==> src/common/epil_cfg.svh <==
// Constants for the external pin interrupt latch: addresses, bit positions, reset values
`ifndef EPIL_CFG_SVH
`define EPIL_CFG_SVH

// ****************************************************************
// Register byte addresses
// ****************************************************************
`define EPIL_ADDR_W          8
`define EPIL_ADDR_EXT_INT_STATUS_CTRL_REG       8'h00
`define EPIL_ADDR_INT_STAT   8'h04
`define EPIL_ADDR_INT_MASK   8'h08

// ****************************************************************
// Field positions
// ****************************************************************
`define EPIL_EXT_INT_STATUS_CTRL_REG_MODE       0
`define EPIL_EXT_INT_STATUS_CTRL_REG_MASK       1
`define EPIL_EXT_INT_STATUS_CTRL_REG_ACK        2
`define EPIL_EXT_INT_STATUS_CTRL_REG_FLAG       3
`define EPIL_EXT_INT_STATUS_CTRL_REG_PIN        4
`define EPIL_EV_SET          0
`define EPIL_EV_CLR          1
`define EPIL_EV_W            2

// ****************************************************************
// Reset values and bus answers
// ****************************************************************
`define EPIL_PIN_IDLE        1'h1
`define EPIL_MODE_RST        1'h0
`define EPIL_MASK_RST        1'h0
`define EPIL_EV_RST          2'h0
`define EPIL_WORD_ZERO       32'h0000_0000
`define EPIL_RESP_OKAY       2'h0
`define EPIL_RESP_SLVERR     2'h2

`endif

==> src/common/epil_pkg.sv <==
// Types shared by the external pin interrupt latch
package epil_pkg;

   // ****************************************************************
   // Request latch states
   // ****************************************************************
   typedef enum logic [2:0] {
      epil_st_idle = 3'b001,
      epil_st_pend = 3'b010,
      epil_st_ackd = 3'b100
   } epil_state_t;

endpackage : epil_pkg

==> src/hw/epil_sync.sv <==
// Pin synchroniser with falling edge detection
`timescale 1ns/1ps
`include "epil_cfg.svh"

module epil_sync (
   input  wire logic aclk,
   input  wire logic aresetn,
   input  wire logic pin_n,
   output logic      pin_lvl,
   output logic      pin_fall
);

   logic meta;
   logic prev;

   // ****************************************************************
   // Two stages; only the second stage is looked at
   // ****************************************************************
   always_ff @(posedge aclk) begin
      if (!aresetn) begin
         meta    <= `EPIL_PIN_IDLE;
         pin_lvl <= `EPIL_PIN_IDLE;
         prev    <= `EPIL_PIN_IDLE;
      end else begin
         meta    <= pin_n;
         pin_lvl <= meta;
         prev    <= pin_lvl;
      end
   end

   // Compare with the previous sample so every new edge re-arms the latch
   assign pin_fall = prev & ~pin_lvl;

endmodule : epil_sync

==> src/hw/epil_top.sv <==
// External pin interrupt latch with AXI4-Lite register access
`timescale 1ns/1ps
`include "epil_cfg.svh"

module epil_top
   import epil_pkg::*;
(
   input  wire logic                    aclk,
   input  wire logic                    aresetn,
   input  wire logic                    ext_int_n,
   input  wire logic                    vector_fetch,
   input  wire logic                    ccr_int_mask,
   output logic                         ext_request_latch,
   output logic                         ext_int_req,
   output logic                         cpu_int_req,
   output logic                         irq,
   input  wire logic [`EPIL_ADDR_W-1:0] s_axi_awaddr,
   input  wire logic                    s_axi_awvalid,
   output logic                         s_axi_awready,
   input  wire logic [31:0]             s_axi_wdata,
   input  wire logic [3:0]              s_axi_wstrb,
   input  wire logic                    s_axi_wvalid,
   output logic                         s_axi_wready,
   output logic [1:0]                   s_axi_bresp,
   output logic                         s_axi_bvalid,
   input  wire logic                    s_axi_bready,
   input  wire logic [`EPIL_ADDR_W-1:0] s_axi_araddr,
   input  wire logic                    s_axi_arvalid,
   output logic                         s_axi_arready,
   output logic [31:0]                  s_axi_rdata,
   output logic [1:0]                   s_axi_rresp,
   output logic                         s_axi_rvalid,
   input  wire logic                    s_axi_rready
);

   logic                    pin_lvl;
   logic                    pin_fall;
   logic                    trigger_sensitivity_select;
   logic                    ext_mask_bit;
   logic [`EPIL_EV_W-1:0]   int_status;
   logic [`EPIL_EV_W-1:0]   int_mask;
   logic [`EPIL_EV_W-1:0]   ev_pulse;
   epil_state_t             state;
   epil_state_t             next_state;
   logic                    set_evt;
   logic                    clear_act;
   logic                    sw_latch_clear_bit;
   logic                    aw_held;
   logic                    w_held;
   logic [`EPIL_ADDR_W-1:0] aw_addr;
   logic [31:0]             w_data;
   logic [3:0]              w_strb;
   logic                    wr_fire;
   logic                    wr_ext_int_status_ctrl_reg;
   logic                    wr_stat;
   logic                    wr_mask;
   logic                    rd_fire;
   logic                    rd_hit;
   logic                    rd_ext_int_status_ctrl_reg;
   logic [31:0]             rd_mux;

   // ****************************************************************
   // Pin front end
   // ****************************************************************
   epil_sync u_sync (
      .aclk     (aclk),
      .aresetn  (aresetn),
      .pin_n    (ext_int_n),
      .pin_lvl  (pin_lvl),
      .pin_fall (pin_fall)
   );

   // ****************************************************************
   // Request latch
   // ****************************************************************
   assign set_evt   = pin_fall | (trigger_sensitivity_select & ~pin_lvl);
   assign clear_act = vector_fetch | sw_latch_clear_bit;

   // Acknowledged state remembers the clear while the pin is still low
   always_comb begin
      next_state = state;
      case (state)
         epil_st_idle: begin
            if (set_evt) begin
               next_state = epil_st_pend;
            end
         end
         epil_st_pend: begin
            if (clear_act) begin
               if (trigger_sensitivity_select && !pin_lvl) begin
                  next_state = epil_st_ackd;
               end else if (pin_fall) begin
                  next_state = epil_st_pend;                               // New edge wins
               end else begin
                  next_state = epil_st_idle;
               end
            end
         end
         epil_st_ackd: begin
            if (pin_lvl || !trigger_sensitivity_select) begin
               next_state = epil_st_idle;
            end
         end
         default: begin
            next_state = epil_st_idle;
         end
      endcase
   end

   always_ff @(posedge aclk) begin
      if (!aresetn) begin
         state <= epil_st_idle;
      end else begin
         state <= next_state;
      end
   end

   assign ext_request_latch = (state != epil_st_idle);
   assign ext_int_req       = ext_request_latch & ~ext_mask_bit;
   assign cpu_int_req       = ext_int_req & ~ccr_int_mask;

   // ****************************************************************
   // AXI4-Lite write channel
   // ****************************************************************
   assign s_axi_awready = !aw_held && !s_axi_bvalid;
   assign s_axi_wready  = !w_held && !s_axi_bvalid;
   assign wr_fire       = aw_held && w_held && !s_axi_bvalid;
   assign wr_ext_int_status_ctrl_reg       = wr_fire && (aw_addr == `EPIL_ADDR_EXT_INT_STATUS_CTRL_REG) && w_strb[0];
   assign wr_stat       = wr_fire && (aw_addr == `EPIL_ADDR_INT_STAT) && w_strb[0];
   assign wr_mask       = wr_fire && (aw_addr == `EPIL_ADDR_INT_MASK) && w_strb[0];

   // Acknowledge is a pulse, never stored, so it always reads back zero
   assign sw_latch_clear_bit = wr_ext_int_status_ctrl_reg && w_data[`EPIL_EXT_INT_STATUS_CTRL_REG_ACK];

   always_ff @(posedge aclk) begin
      if (!aresetn) begin
         aw_held <= 1'h0;
         aw_addr <= 8'h00;
      end else if (s_axi_awvalid && s_axi_awready) begin
         aw_held <= 1'h1;
         aw_addr <= s_axi_awaddr;
      end else if (wr_fire) begin
         aw_held <= 1'h0;
      end
   end

   always_ff @(posedge aclk) begin
      if (!aresetn) begin
         w_held <= 1'h0;
         w_data <= `EPIL_WORD_ZERO;
         w_strb <= 4'h0;
      end else if (s_axi_wvalid && s_axi_wready) begin
         w_held <= 1'h1;
         w_data <= s_axi_wdata;
         w_strb <= s_axi_wstrb;
      end else if (wr_fire) begin
         w_held <= 1'h0;
      end
   end

   always_ff @(posedge aclk) begin
      if (!aresetn) begin
         s_axi_bvalid <= 1'h0;
         s_axi_bresp  <= `EPIL_RESP_OKAY;
      end else if (wr_fire) begin
         s_axi_bvalid <= 1'h1;
         if (aw_addr == `EPIL_ADDR_EXT_INT_STATUS_CTRL_REG || aw_addr == `EPIL_ADDR_INT_STAT ||
             aw_addr == `EPIL_ADDR_INT_MASK) begin
            s_axi_bresp <= `EPIL_RESP_OKAY;
         end else begin
            s_axi_bresp <= `EPIL_RESP_SLVERR;
         end
      end else if (s_axi_bready) begin
         s_axi_bvalid <= 1'h0;
      end
   end

   // ****************************************************************
   // Control bits
   // ****************************************************************
   always_ff @(posedge aclk) begin
      if (!aresetn) begin
         trigger_sensitivity_select <= `EPIL_MODE_RST;
         ext_mask_bit               <= `EPIL_MASK_RST;
      end else if (wr_ext_int_status_ctrl_reg) begin
         trigger_sensitivity_select <= w_data[`EPIL_EXT_INT_STATUS_CTRL_REG_MODE];
         ext_mask_bit               <= w_data[`EPIL_EXT_INT_STATUS_CTRL_REG_MASK];
      end
   end

   // ****************************************************************
   // Interrupt status, mask and output
   // ****************************************************************
   assign ev_pulse[`EPIL_EV_SET] = (state == epil_st_idle) && (next_state != epil_st_idle);
   assign ev_pulse[`EPIL_EV_CLR] = (state != epil_st_idle) && (next_state == epil_st_idle);

   // A new event in the clearing cycle survives: set wins over clear
   always_ff @(posedge aclk) begin
      if (!aresetn) begin
         int_status <= `EPIL_EV_RST;
      end else if (wr_stat) begin
         int_status <= (int_status & ~w_data[`EPIL_EV_W-1:0]) | ev_pulse;
      end else begin
         int_status <= int_status | ev_pulse;
      end
   end

   always_ff @(posedge aclk) begin
      if (!aresetn) begin
         int_mask <= `EPIL_EV_RST;
      end else if (wr_mask) begin
         int_mask <= w_data[`EPIL_EV_W-1:0];
      end
   end

   assign irq = |(int_status & int_mask);

   // ****************************************************************
   // AXI4-Lite read channel
   // ****************************************************************
   assign s_axi_arready = !s_axi_rvalid;
   assign rd_fire       = s_axi_arvalid && s_axi_arready;

   always_comb begin
      rd_mux  = `EPIL_WORD_ZERO;
      rd_hit  = 1'h1;
      rd_ext_int_status_ctrl_reg = 1'h0;
      case (s_axi_araddr)
         `EPIL_ADDR_EXT_INT_STATUS_CTRL_REG: begin
            rd_ext_int_status_ctrl_reg                    = 1'h1;
            rd_mux[`EPIL_EXT_INT_STATUS_CTRL_REG_MODE]    = trigger_sensitivity_select;
            rd_mux[`EPIL_EXT_INT_STATUS_CTRL_REG_MASK]    = ext_mask_bit;
            rd_mux[`EPIL_EXT_INT_STATUS_CTRL_REG_FLAG]    = ext_request_latch;
            rd_mux[`EPIL_EXT_INT_STATUS_CTRL_REG_PIN]     = pin_lvl;
         end
         `EPIL_ADDR_INT_STAT: begin
            rd_mux[`EPIL_EV_W-1:0]     = int_status;
         end
         `EPIL_ADDR_INT_MASK: begin
            rd_mux[`EPIL_EV_W-1:0]     = int_mask;
         end
         default: begin
            rd_hit = 1'h0;
         end
      endcase
   end

   logic rd_was_ext_int_status_ctrl_reg;

   always_ff @(posedge aclk) begin
      if (!aresetn) begin
         s_axi_rvalid <= 1'h0;
         s_axi_rdata  <= `EPIL_WORD_ZERO;
         s_axi_rresp  <= `EPIL_RESP_OKAY;
         rd_was_ext_int_status_ctrl_reg  <= 1'h0;
      end else if (rd_fire) begin
         s_axi_rvalid <= 1'h1;
         s_axi_rdata  <= rd_mux;
         s_axi_rresp  <= rd_hit ? `EPIL_RESP_OKAY : `EPIL_RESP_SLVERR;
         rd_was_ext_int_status_ctrl_reg  <= rd_ext_int_status_ctrl_reg;
      end else if (s_axi_rready) begin
         s_axi_rvalid <= 1'h0;
      end
   end
endmodule : epil_top

==> config.mk <==
export PLATFORM = sky130hd
export DESIGN_NAME = epil_top
export DESIGN_NICKNAME = d
export VERILOG_FILES = /design/src/common/epil_pkg.sv /design/src/hw/epil_sync.sv /design/src/hw/epil_top.sv
export VERILOG_INCLUDE_DIRS = /design/src /design/src/common
export SDC_FILE = /design/constraint.sdc
export NUM_CORES = 1
export LEC_CHECK = 0
export ABC_AREA = 1
export BUFFER_PORTS_ARGS = -buffer_cell sky130_fd_sc_hd__buf_2
export CORE_ASPECT_RATIO = 1.2
export CORE_MARGIN = 2
export CORE_UTILIZATION = 46
export CTS_CLUSTER_DIAMETER = 50
export DETAILED_ROUTE_END_ITERATION = 7
export PLACE_DENSITY = 0.9
export RECOVER_POWER = 100
export SYNTH_ARGS = -nofsm -noshare
export SYNTH_HDL_FRONTEND = slang
export SYNTH_SLANG_ARGS = --single-unit
==> constraint.sdc <==
create_clock -name aclk -period 1.8 [get_ports aclk]
set_input_delay 0.09 -clock aclk [delete_from_list [all_inputs] [get_ports aclk]]
set_output_delay 0.09 -clock aclk [all_outputs]
set_load 0.005 [all_outputs]
Word level (Yosys, flattened, before mapping)
Cells that the tools add are included.
{"block": "totals", "ff_bits": 36, "in_bits": 62, "out_inout_bits": 45, "wordCells": 95}
{"block": "classes", "bitwise_logic": 14, "n_reduce_logical": 34, "muxes": 19, "n_eq_ne": 10}
{"operator": "1-bit logical AND", "count": 17}
{"operator": "8-bit by 3-bit equality test with 1-bit output, second input constant", "count": 2}
{"operator": "8-bit by 4-bit equality test with 1-bit output, second input constant", "count": 2}
{"operator": "8-bit logical NOT", "count": 2}
{"operator": "3-bit two-way mux", "count": 4}
{"operator": "2-bit two-way mux", "count": 5}
{"operator": "3-bit case mux with 3 select lines", "count": 1}
{"operator": "1-bit two-way mux", "count": 8}
{"operator": "2-bit nonzero test", "count": 4}
{"operator": "3-bit by 1-bit equality test with 1-bit output, second input constant", "count": 2}
{"operator": "1-bit logical NOT", "count": 6}
{"operator": "3-bit by 1-bit != test with 1-bit output, second input constant", "count": 2}
{"operator": "2-bit case mux with 3 select lines", "count": 1}
{"operator": "1-bit AND", "count": 4}
{"operator": "2-bit AND", "count": 2}
{"operator": "2-bit bitwise OR", "count": 2}
{"operator": "3-bit by 2-bit equality test with 1-bit output, second input constant", "count": 1}
{"operator": "3-bit equality test, second input constant", "count": 1}
{"operator": "1-bit logical OR", "count": 3}
{"operator": "1-bit NOT", "count": 3}
{"operator": "3-bit OR reduction", "count": 1}
{"operator": "2-bit NOT", "count": 1}
{"operator": "1-bit bitwise OR", "count": 2}
{"operator": "2-bit OR reduction", "count": 1}

Logic depth before layout (Yosys ltp)
Gate-level depths: netlist (run 1).
{"block": "depth", "depth_word": 12, "depth_mapped": 11, "depth_no_buf": 11}

Cells and area by module
From an unflattened synthesis (run 1), not the netlist that was laid out.
{"block": "unflattened", "cells_unflattened": 230, "hier_area_um2": 1727.9}
{"module": "epil_top", "seq_area_each_um2": 620.6, "cells_each": 219, "area_each_um2": 1637.8, "n_inst": 1}
{"module": "epil_sync", "seq_area_each_um2": 60.1, "cells_each": 11, "area_each_um2": 90.1, "n_inst": 1}

Worst setup path after synthesis (run 1)
No wires, ideal clock.
{"block": "synth_path", "path_kind": "reg-to-reg", "from": "reg aw_addr[0]", "to": "reg int_status[1]", "path_buffers": 0, "t_required_ps": 1669, "synth_period_minus_slack_ps": 1217, "arrival_time_ps": 1086, "stages_incl_launch_ff": 7, "setup_time_ps": 131, "path_slack_ps": 583, "cell_sequence": "dfxtp_1 nor2_1 inv_1 nor4_2 nand3_1 o21ai_0 a21oi_2"}
{"block": "synth_between", "elab_chain_len": 11, "elab_cells_between_ends": 15, "cone_classes": "eq/ne (2); mux (3); bitwise (3); reduce/logical (7)"}
{"element": "from (decl)", "line": "epil_top.sv:50", "source": "logic [`EPIL_ADDR_W-1:0] aw_addr;"}
{"element": "from (signal assigned)", "line": "epil_top.sv:141", "source": "aw_addr <= s_axi_awaddr;"}
{"element": "8-bit logical NOT (no line)"}
{"element": "1-bit logical AND (2 in a row)", "line": "epil_top.sv:128", "source": "assign wr_ext_int_status_ctrl_reg = wr_fire && (aw_addr == `EPIL_ADDR_EXT_INT_STATUS_CTRL_REG) && w_strb[0];"}
{"element": "1-bit logical AND", "line": "epil_top.sv:133", "source": "assign sw_latch_clear_bit = wr_ext_int_status_ctrl_reg && w_data[`EPIL_EXT_INT_STATUS_CTRL_REG_ACK];"}
{"element": "1-bit bitwise OR", "line": "epil_top.sv:77", "source": "assign clear_act = vector_fetch | sw_latch_clear_bit;"}
{"element": "3-bit two-way mux", "line": "epil_top.sv:89", "source": "if (clear_act) begin"}
{"element": "3-bit case mux with 3 select lines", "line": "epil_top.sv:82", "source": "case (state)"}
{"element": "3-bit by 1-bit equality test with 1-bit output", "line": "epil_top.sv:195", "source": "assign ev_pulse[`EPIL_EV_CLR] = (state != epil_st_idle) && (next_state == epil_st_idle);"}
{"element": "1-bit logical AND", "line": "epil_top.sv:195"}
{"element": "2-bit bitwise OR, on equally long branches", "line": "epil_top.sv:204, epil_top.sv:202"}
{"element": "2-bit two-way mux (*)", "line": "epil_top.sv:201", "source": "end else if (wr_stat) begin"}
{"element": "to (signal assigned)", "line": "epil_top.sv:200", "source": "int_status <= `EPIL_EV_RST;"}
{"element": "to (signal assigned)", "line": "epil_top.sv:202", "source": "int_status <= (int_status & ~w_data[`EPIL_EV_W-1:0]) | ev_pulse;"}
{"element": "to (signal assigned)", "line": "epil_top.sv:204", "source": "int_status <= int_status | ev_pulse;"}
{"element": "to (decl)", "line": "epil_top.sv:40", "source": "logic [`EPIL_EV_W-1:0] int_status;"}
Mark *: on every way between the ends. The rest lies on a longest branch, timed or not.
A chain may end at the register's enable or synchronous reset.

Worst setup path after layout (run 1)
{"block": "layout_path", "from": "reg s_axi_bvalid", "to": "reg int_status[1]"}
{"block": "layout_between", "elab_chain_len": 12, "elab_cells_between_ends": 15, "cone_classes": "eq/ne (1); mux (3); bitwise (3); reduce/logical (8)"}
{"element": "from (decl)", "line": "epil_top.sv:25", "source": "output logic s_axi_bvalid,"}
{"element": "from (signal assigned)", "line": "epil_top.sv:163", "source": "s_axi_bvalid <= 1'h0;"}
{"element": "from (signal assigned)", "line": "epil_top.sv:166", "source": "s_axi_bvalid <= 1'h1;"}
{"element": "from (signal assigned)", "line": "epil_top.sv:174", "source": "s_axi_bvalid <= 1'h0;"}
{"element": "1-bit logical NOT (*)", "line": "epil_top.sv:127", "source": "assign wr_fire = aw_held && w_held && !s_axi_bvalid;"}
{"element": "1-bit logical AND (*)", "line": "epil_top.sv:127"}
{"element": "1-bit logical AND (2 in a row)", "line": "epil_top.sv:128"}
{"element": "1-bit logical AND", "line": "epil_top.sv:133"}
{"element": "1-bit bitwise OR", "line": "epil_top.sv:77"}
{"element": "3-bit two-way mux", "line": "epil_top.sv:89"}
{"element": "3-bit case mux with 3 select lines", "line": "epil_top.sv:82"}
{"element": "3-bit by 1-bit equality test with 1-bit output", "line": "epil_top.sv:195"}
{"element": "1-bit logical AND", "line": "epil_top.sv:195"}
{"element": "2-bit bitwise OR, on equally long branches", "line": "epil_top.sv:204, epil_top.sv:202"}
{"element": "2-bit two-way mux (*)", "line": "epil_top.sv:201"}
Marked as above.

==> metrics, run 1 <==
wire length of the first global-routing pass ~5.3 mm; cell seen most often among critical-path stages nand2_1; total CTS buffers 5; Clock Latency Late Sink 0.28 ns; P per Cell Area 829 mW/mm²; Setup violations, final 0; Clock Path Buffers 2; largest net degree at the start of global routing 23; number of iterations in the first detailed-routing pass 4; die height around 71 µm; number of nets at the end of the flow between 300 and 400; Routed wire per std cell about 10 µm; unrepaired setup endpoints after global routing false; count of vias placed by the detailed router 1516; max-capacitance violation count 0; Metal-1 WL 1.39 mm; initial drt markers 37; CORE AREA 0.00363 mm²; cells traversed along the worst timing path inv_1 -> nand3_1 -> nor2_8 -> nand3_2 -> nand2_1 -> nand2_2 -> nand2_1 -> nand2_1 -> nand2_1 -> nand2_1 -> a21oi_2; count of final hold-check violations 0; type of the worst min-delay path input pin to register; setup slack of the critical path after layout 0.302 ns; run status complete, no violations; half-perimeter wire length after placement 2.56 mm; Seq. cell area 681 µm²; antenna cells 0; post-detailed-route DRC marker count 0; Leakage 0.917 nW; post-synthesis sequential element count 34; Clock Pin Slew Worst Setup and Hold Paths 0.06 ns; Max H-tree Level 2; number of distinct library cells after synthesis 29; highest metal used met4; highest-count cells in the layout ignoring fill and taps buf_2 (37), dfxtp_1 (34), conb_1 (30); sum of met3 wire segment lengths after detailed routing about 250 µm; WP data required between 2 and 2.5 ns; average vias per placed instance 4.65; mean instance size in the synthesized netlist approximately 7.6 µm²; cell taking the most area after synthesis dfxtp_1; final worst path period need ~1.5 ns; number of antenna violations at the first check in global routing 0; initial standard-cell utilization of the core around 48%; startpoint type of the worst setup path register; Cells after Synth between 200 and 250; WL final 3.34 mm; area share of the leading cell type in the synthesized netlist 39.2%; Setup Skew 0.00221 ns; Fin Setup TNS 0 ns; Cell Area, Synth between 0.0015 and 0.002 mm²; Setup CP Type register to register; via count of the first global-routing pass between 1000 and 1500; multi-input logic area 807 µm²; largest vdd supply drop 0.000595 V; start point of the worst hold path s_axi_awaddr[5]; final worst-path cycle share 83.2%; top area cells in the synthesized netlist dfxtp_1 (39%), buf_4 (13%), o21ai_0 (6.6%); number of I/O port buffers 44; horizontal die dimension 60.1 µm; count of clock tree sinks 34; Filler Cell Count 361; worst r2r src s_axi_bvalid; routability congestion estimate 0.812; maximum operating frequency 668 MHz; Post-DRT Antenna Nets 0; CP endpoint kind register; critical path data arrival time 1.72 ns; post-CTS setup-driven buffer insertion count 0; synth-to-layout area growth 13.1%; Max stage delay on crit path 0.33 ns; critical-path maximum fanout 6; most common cell after layout, fill and taps aside buf_2; Die Outline Area 0.00428 mm²; number of standard-cell rows in the floorplan 24; total global routing overflow 0; post-synthesis sequential area ratio 39.2%; standard cell with the maximum stage delay on the critical path dfxtp_1; fraction of layout instances using a drive strength above 1 between 20% and 30%; CTS Root Cell clkbuf_8; clock tree from TritonCTS yes; routed wl met2 1.65 mm; number of I/O pins 107; Worst Setup Slack post-DPL 0.435 ns; global-route total usage across every layer 16.2%; CP Launch Point s_axi_bvalid; total of warnings raised by yosys 0; pins over their slew limit 0; Hold WS 0.0557 ns
[metrics by stage]
step / util (%) / power (mW) / cell area [µm²] / instances
after global routing: 54.0 / 1.71 / 1960 / 326
after floorplan: - / 1.06 / 1840 / 256
after global placement: 52.1 / 1.09 / 1890 / 319
after CTS: 54.7 / 1.65 / 1990 / 326
after detailed placement: 52.1 / 1.10 / 1890 / 319
final: 54.0 / 1.63 / 1960 / 326
[cells in the mapped netlist, drive strengths merged]
library cell / n
a211oi: 2
a21oi: 23
a22o: 1
buf: 31
clkbuf: 3
conb: 1
dfxtp: 34
inv: 25
nand2: 31
nand3: 10
nand4: 2
nor2: 29
nor3: 4
nor4: 4
o21a: 1
o21ai: 23
or2: 3
[metal layers]
| layer | GRT usage, % | vias up |
|---|---|---|
| met5 | 0 | - |
| met1 | 18.7 | 684 |
| met2 | 27.1 | 57 |
| met3 | 5.23 | 6 |
| li1 | - | 769 |
| met4 | 6.67 | 0 |
[worst paths after layout]
kind | to | slack (ns) | cells past startpoint
hold / removal | aw_addr[5] | 0.06 | 3
hold reg to reg | u_sync.pin_lvl | 0.42 | 1
setup reg to reg | int_status[1] | 0.30 | 11
setup / recovery | int_status[1] | 0.30 | 11
[repair_timing]
action / in CTS / in global routing
hold endpoints to repair: 1 / 0
resized for setup: 0 / 0
hold buffers: 1 / 0
[registers in the layout, indices dropped and copies added (netlist names)]
signal / count
aw_held: 1
s_axi_rvalid: 1
trigger_sensitivity_select: 1
w_data: 3
u_sync.meta: 1
s_axi_rresp: 1
w_held: 1
s_axi_rdata: 4
u_sync.pin_lvl: 1
int_mask: 2
s_axi_bvalid: 1
int_status: 2
u_sync.prev: 1
aw_addr: 8
ext_mask_bit: 1
s_axi_bresp: 1
w_strb: 1
state: 3
[where the power goes]
| part | total, mW | switching, mW | internal [mW] |
|---|---|---|---|
| logic | 0.249 | 0.155 | 0.0931 |
| registers | 0.829 | 0.0286 | 0.800 |
| clock network | 0.548 | 0.254 | 0.294 |
| total | 1.63 | 0.438 | 1.19 |
[layout make-up]
cell class / count / share of cell area (%)
Sequential cell: 34 / 34.7
Multi-Input combinational cell: 163 / 41.2
Inverter: 25 / 4.79
Timing Repair Buffer: 46 / 11.8
Clock buffer: 6 / 4.21
Tap cell: 52 / 3.32
[critical path, delay by kind of cell (launching register included)]
family / cells / cell delay, ns
AOI/OAI and AO/OA: 1 / 0.10
and+or+nand+nor: 9 / 0.93
buffers and inverters: 1 / 0.08
DFF: 1 / 0.33
[kinds of logic (layout without fill, tap and decap cells)]
family	Yosys count	count (layout)	share of synthesized area [%]
buffers and inverters	59	77	19.3
AND/OR/NAND/NOR	83	83	25.9
flip-flops	34	34	39.2
AO/OA/AOI/OAI	50	50	15.3
other	1	30	0.216
Power figures use the tool's default switching activity.
==> run 2: changes to the inputs <==
--- a/config.mk
+++ b/config.mk
@@ -10,10 +10,10 @@
 export BUFFER_PORTS_ARGS = -buffer_cell sky130_fd_sc_hd__buf_2
 export CORE_ASPECT_RATIO = 1.2
 export CORE_MARGIN = 2
-export CORE_UTILIZATION = 46
+export CORE_UTILIZATION = 43
 export CTS_CLUSTER_DIAMETER = 50
 export DETAILED_ROUTE_END_ITERATION = 7
-export PLACE_DENSITY = 0.9
+export PLACE_DENSITY = 0.85
 export RECOVER_POWER = 100
 export SYNTH_ARGS = -nofsm -noshare
 export SYNTH_HDL_FRONTEND = slang
==> constraint.sdc (replaced) <==
create_clock -name aclk -period 1.6 [get_ports aclk]
set_input_delay 0.08 -clock aclk [delete_from_list [all_inputs] [get_ports aclk]]
set_output_delay 0.08 -clock aclk [all_outputs]
set_load 0.005 [all_outputs]
==> metrics, run 2 (synthesized netlist as in run 1, its figures left out) <==
type of the worst min-delay path input pin to register; family with the most delay on the worst path simple AND/OR/NAND/NOR gates; Setup violations, final 0; Setup Skew 0.00810 ns; cells traversed along the worst timing path inv_1 -> nor3_1 -> inv_2 -> nand3_1 -> nand3_1 -> nand3_1 -> nand2_1 -> nand2_1 -> a21oi_2; run status complete, no violations; number of iterations in the first detailed-routing pass 4; WP data required 1.76 ns; standard cell with the maximum stage delay on the critical path dfxtp_1; max-capacitance violation count 0; total global routing overflow 0; startpoint type of the worst setup path register; largest net degree at the start of global routing 23; crit path to int_status[1]; pins over their slew limit 0; cell seen most often among critical-path stages nand3_1; initial drt markers 80; Reg2Reg Setup Slack between 0.15 and 0.2 ns; WL final 3.04 mm; total CTS buffers 5; fraction of layout instances using a drive strength above 1 around 22%; Fin Setup TNS 0 ns; initial standard-cell utilization of the core 44.4%; largest vdd supply drop 0.000499 V; post-detailed-route DRC marker count 0; largest registers in the final layout aw_addr x8, s_axi_rdata x4; Filler Cell Count 402; routability congestion estimate 0.839; clock tree from TritonCTS yes; Routed wire per std cell 9.20 µm; reg2reg path depth 9; CP Launch Point state[0]; instance area after placement 0.00190 mm²; most common cell after layout, fill and taps aside dfxtp_1; final worst-path cycle share 88.8%; CORE AREA ~0.0039 mm²; Crit path depth 9; unrepaired setup endpoints after global routing false; count of vias placed by the detailed router 1473; number of I/O pins 107; horizontal die dimension just over 60 µm; cell depth of the worst hold path 3; Hold WS 0.0405 ns; average vias per placed instance 4.46; synth-to-layout area growth 14.6%; P per Cell Area 924 mW/mm²; half-perimeter wire length after placement 2.39 mm; count of final hold-check violations 0; critical-path maximum fanout 7; Die Outline Area 0.00456 mm²; Clock Latency Late Sink just under 0.3 ns; cell count after placement 321; maximum operating frequency 704 MHz; final cell count without fillers 330; worst r2r src state[0]; Leakage 0.904 nW; via count of the first global-routing pass roughly 1200; critical path data arrival time 1.58 ns; wire length of the first global-routing pass 4.97 mm; number of antenna violations at the first check in global routing 0; number of standard-cell rows in the floorplan 25; Post-DRT Antenna Nets 0; CTS Root Cell clkbuf_8; Clock Path Buffers 2; final worst path period need 1.42 ns; overall power of the completed layout approximately 1.8 mW; die height 73.6 µm; number of nets at the end of the flow 337; Clock Pin Slew Worst Setup and Hold Paths 0.08 ns; global-route total usage across every layer 14.5%; post-route cell area 0.00199 mm²; multi-input logic area 831 µm²; CP endpoint kind register; register with the highest flop count aw_addr; Setup CP Type register to register; antenna cells 0; count of clock tree sinks 34; Seq. cell area between 600 and 700 µm²; number of I/O port buffers 44; Max stage delay on crit path 0.35 ns; Bufs and invs on worst path 2; Max H-tree Level 2; flip-flop count of the largest register after layout 8; post-CTS setup-driven buffer insertion count 0; destination of the worst register-to-register timing path int_status[1]; highest-count cells in the layout ignoring fill and taps dfxtp_1 (34), buf_2 (33), conb_1 (30)
run 2: cell count changes in the layout (fill, tap and decap cells not counted), sizes merged:
| cell | previous run | this run |
|---|---|---|
| buf | 38 | 34 |
| clkinv | 0 | 2 |
| clkbuf | 13 | 16 |
| clkinvlp | 0 | 1 |
run 2: worst register-to-register path, stage by stage, from the launching register on:
cell and delay, ns:
dfxtp_1 0.35, inv_1 0.06, nor3_1 0.29, inv_2 0.13, nand3_1 0.09, nand3_1 0.09, nand3_1 0.12, nand2_1 0.06
nand2_1 0.07, a21oi_2 0.05
run 2: worst min-delay path by stage:
stage | start | to | slack [ns]
2_1_floorplan | ext_int_n | u_sync.meta | 0.19
3_3_place_gp | ext_int_n | u_sync.meta | 0.27
3_5_place_dp | ext_int_n | u_sync.meta | 0.27
4_1_cts | s_axi_wdata[2] | w_data[2] | 0.03
5_1_grt | s_axi_awaddr[4] | aw_addr[4] | 0.04
6_report | s_axi_awaddr[4] | aw_addr[4] | 0.04
run 2: report_power, final:
| group | switching, mW | leakage [nW] | total [mW] | internal [mW] |
|---|---|---|---|---|
| Combinational | 0.174 | 0.581 | 0.279 | 0.105 |
| Sequential | 0.0349 | 0.279 | 0.935 | 0.900 |
| Clock | 0.319 | 0.0441 | 0.624 | 0.305 |
run 2: cell type report:
type	count	area share, %
multi-input combinational	163	41.8
sequential	34	34.2
timing repair buffer	46	11.3
inverter	25	4.72
clock buffer	5	3.46
tap	54	3.40
clock inverter	3	1.07
run 2: timing repair:
item,4_1_cts,5_1_grt
endpoints found under the hold margin,1,0
hold buffers,1,0
gates resized for setup,0,1
endpoints found under the setup margin,0,1
run 2: metrics by stage:
stage	setup slack (ns)	util [%]
2_1_floorplan	0.383	-
3_5_place_dp	0.192	48.5
3_3_place_gp	0.234	48.5
6_report	0.179	50.8
4_1_cts	0.132	51.1
5_1_grt	0.0185	50.8
run 2: metal layers:
metal / track usage, % / vias to the layer above / share of wire, % / routed length, µm
li1: - / 771 / - / -
met5: 0 / - / 0 / 0
met3: 4.23 / 6 / 6.5 / 196
met2: 22.9 / 50 / 46 / 1400
met1: 18.5 / 646 / 46 / 1400
met4: 4.96 / 0 / 1.4 / 42
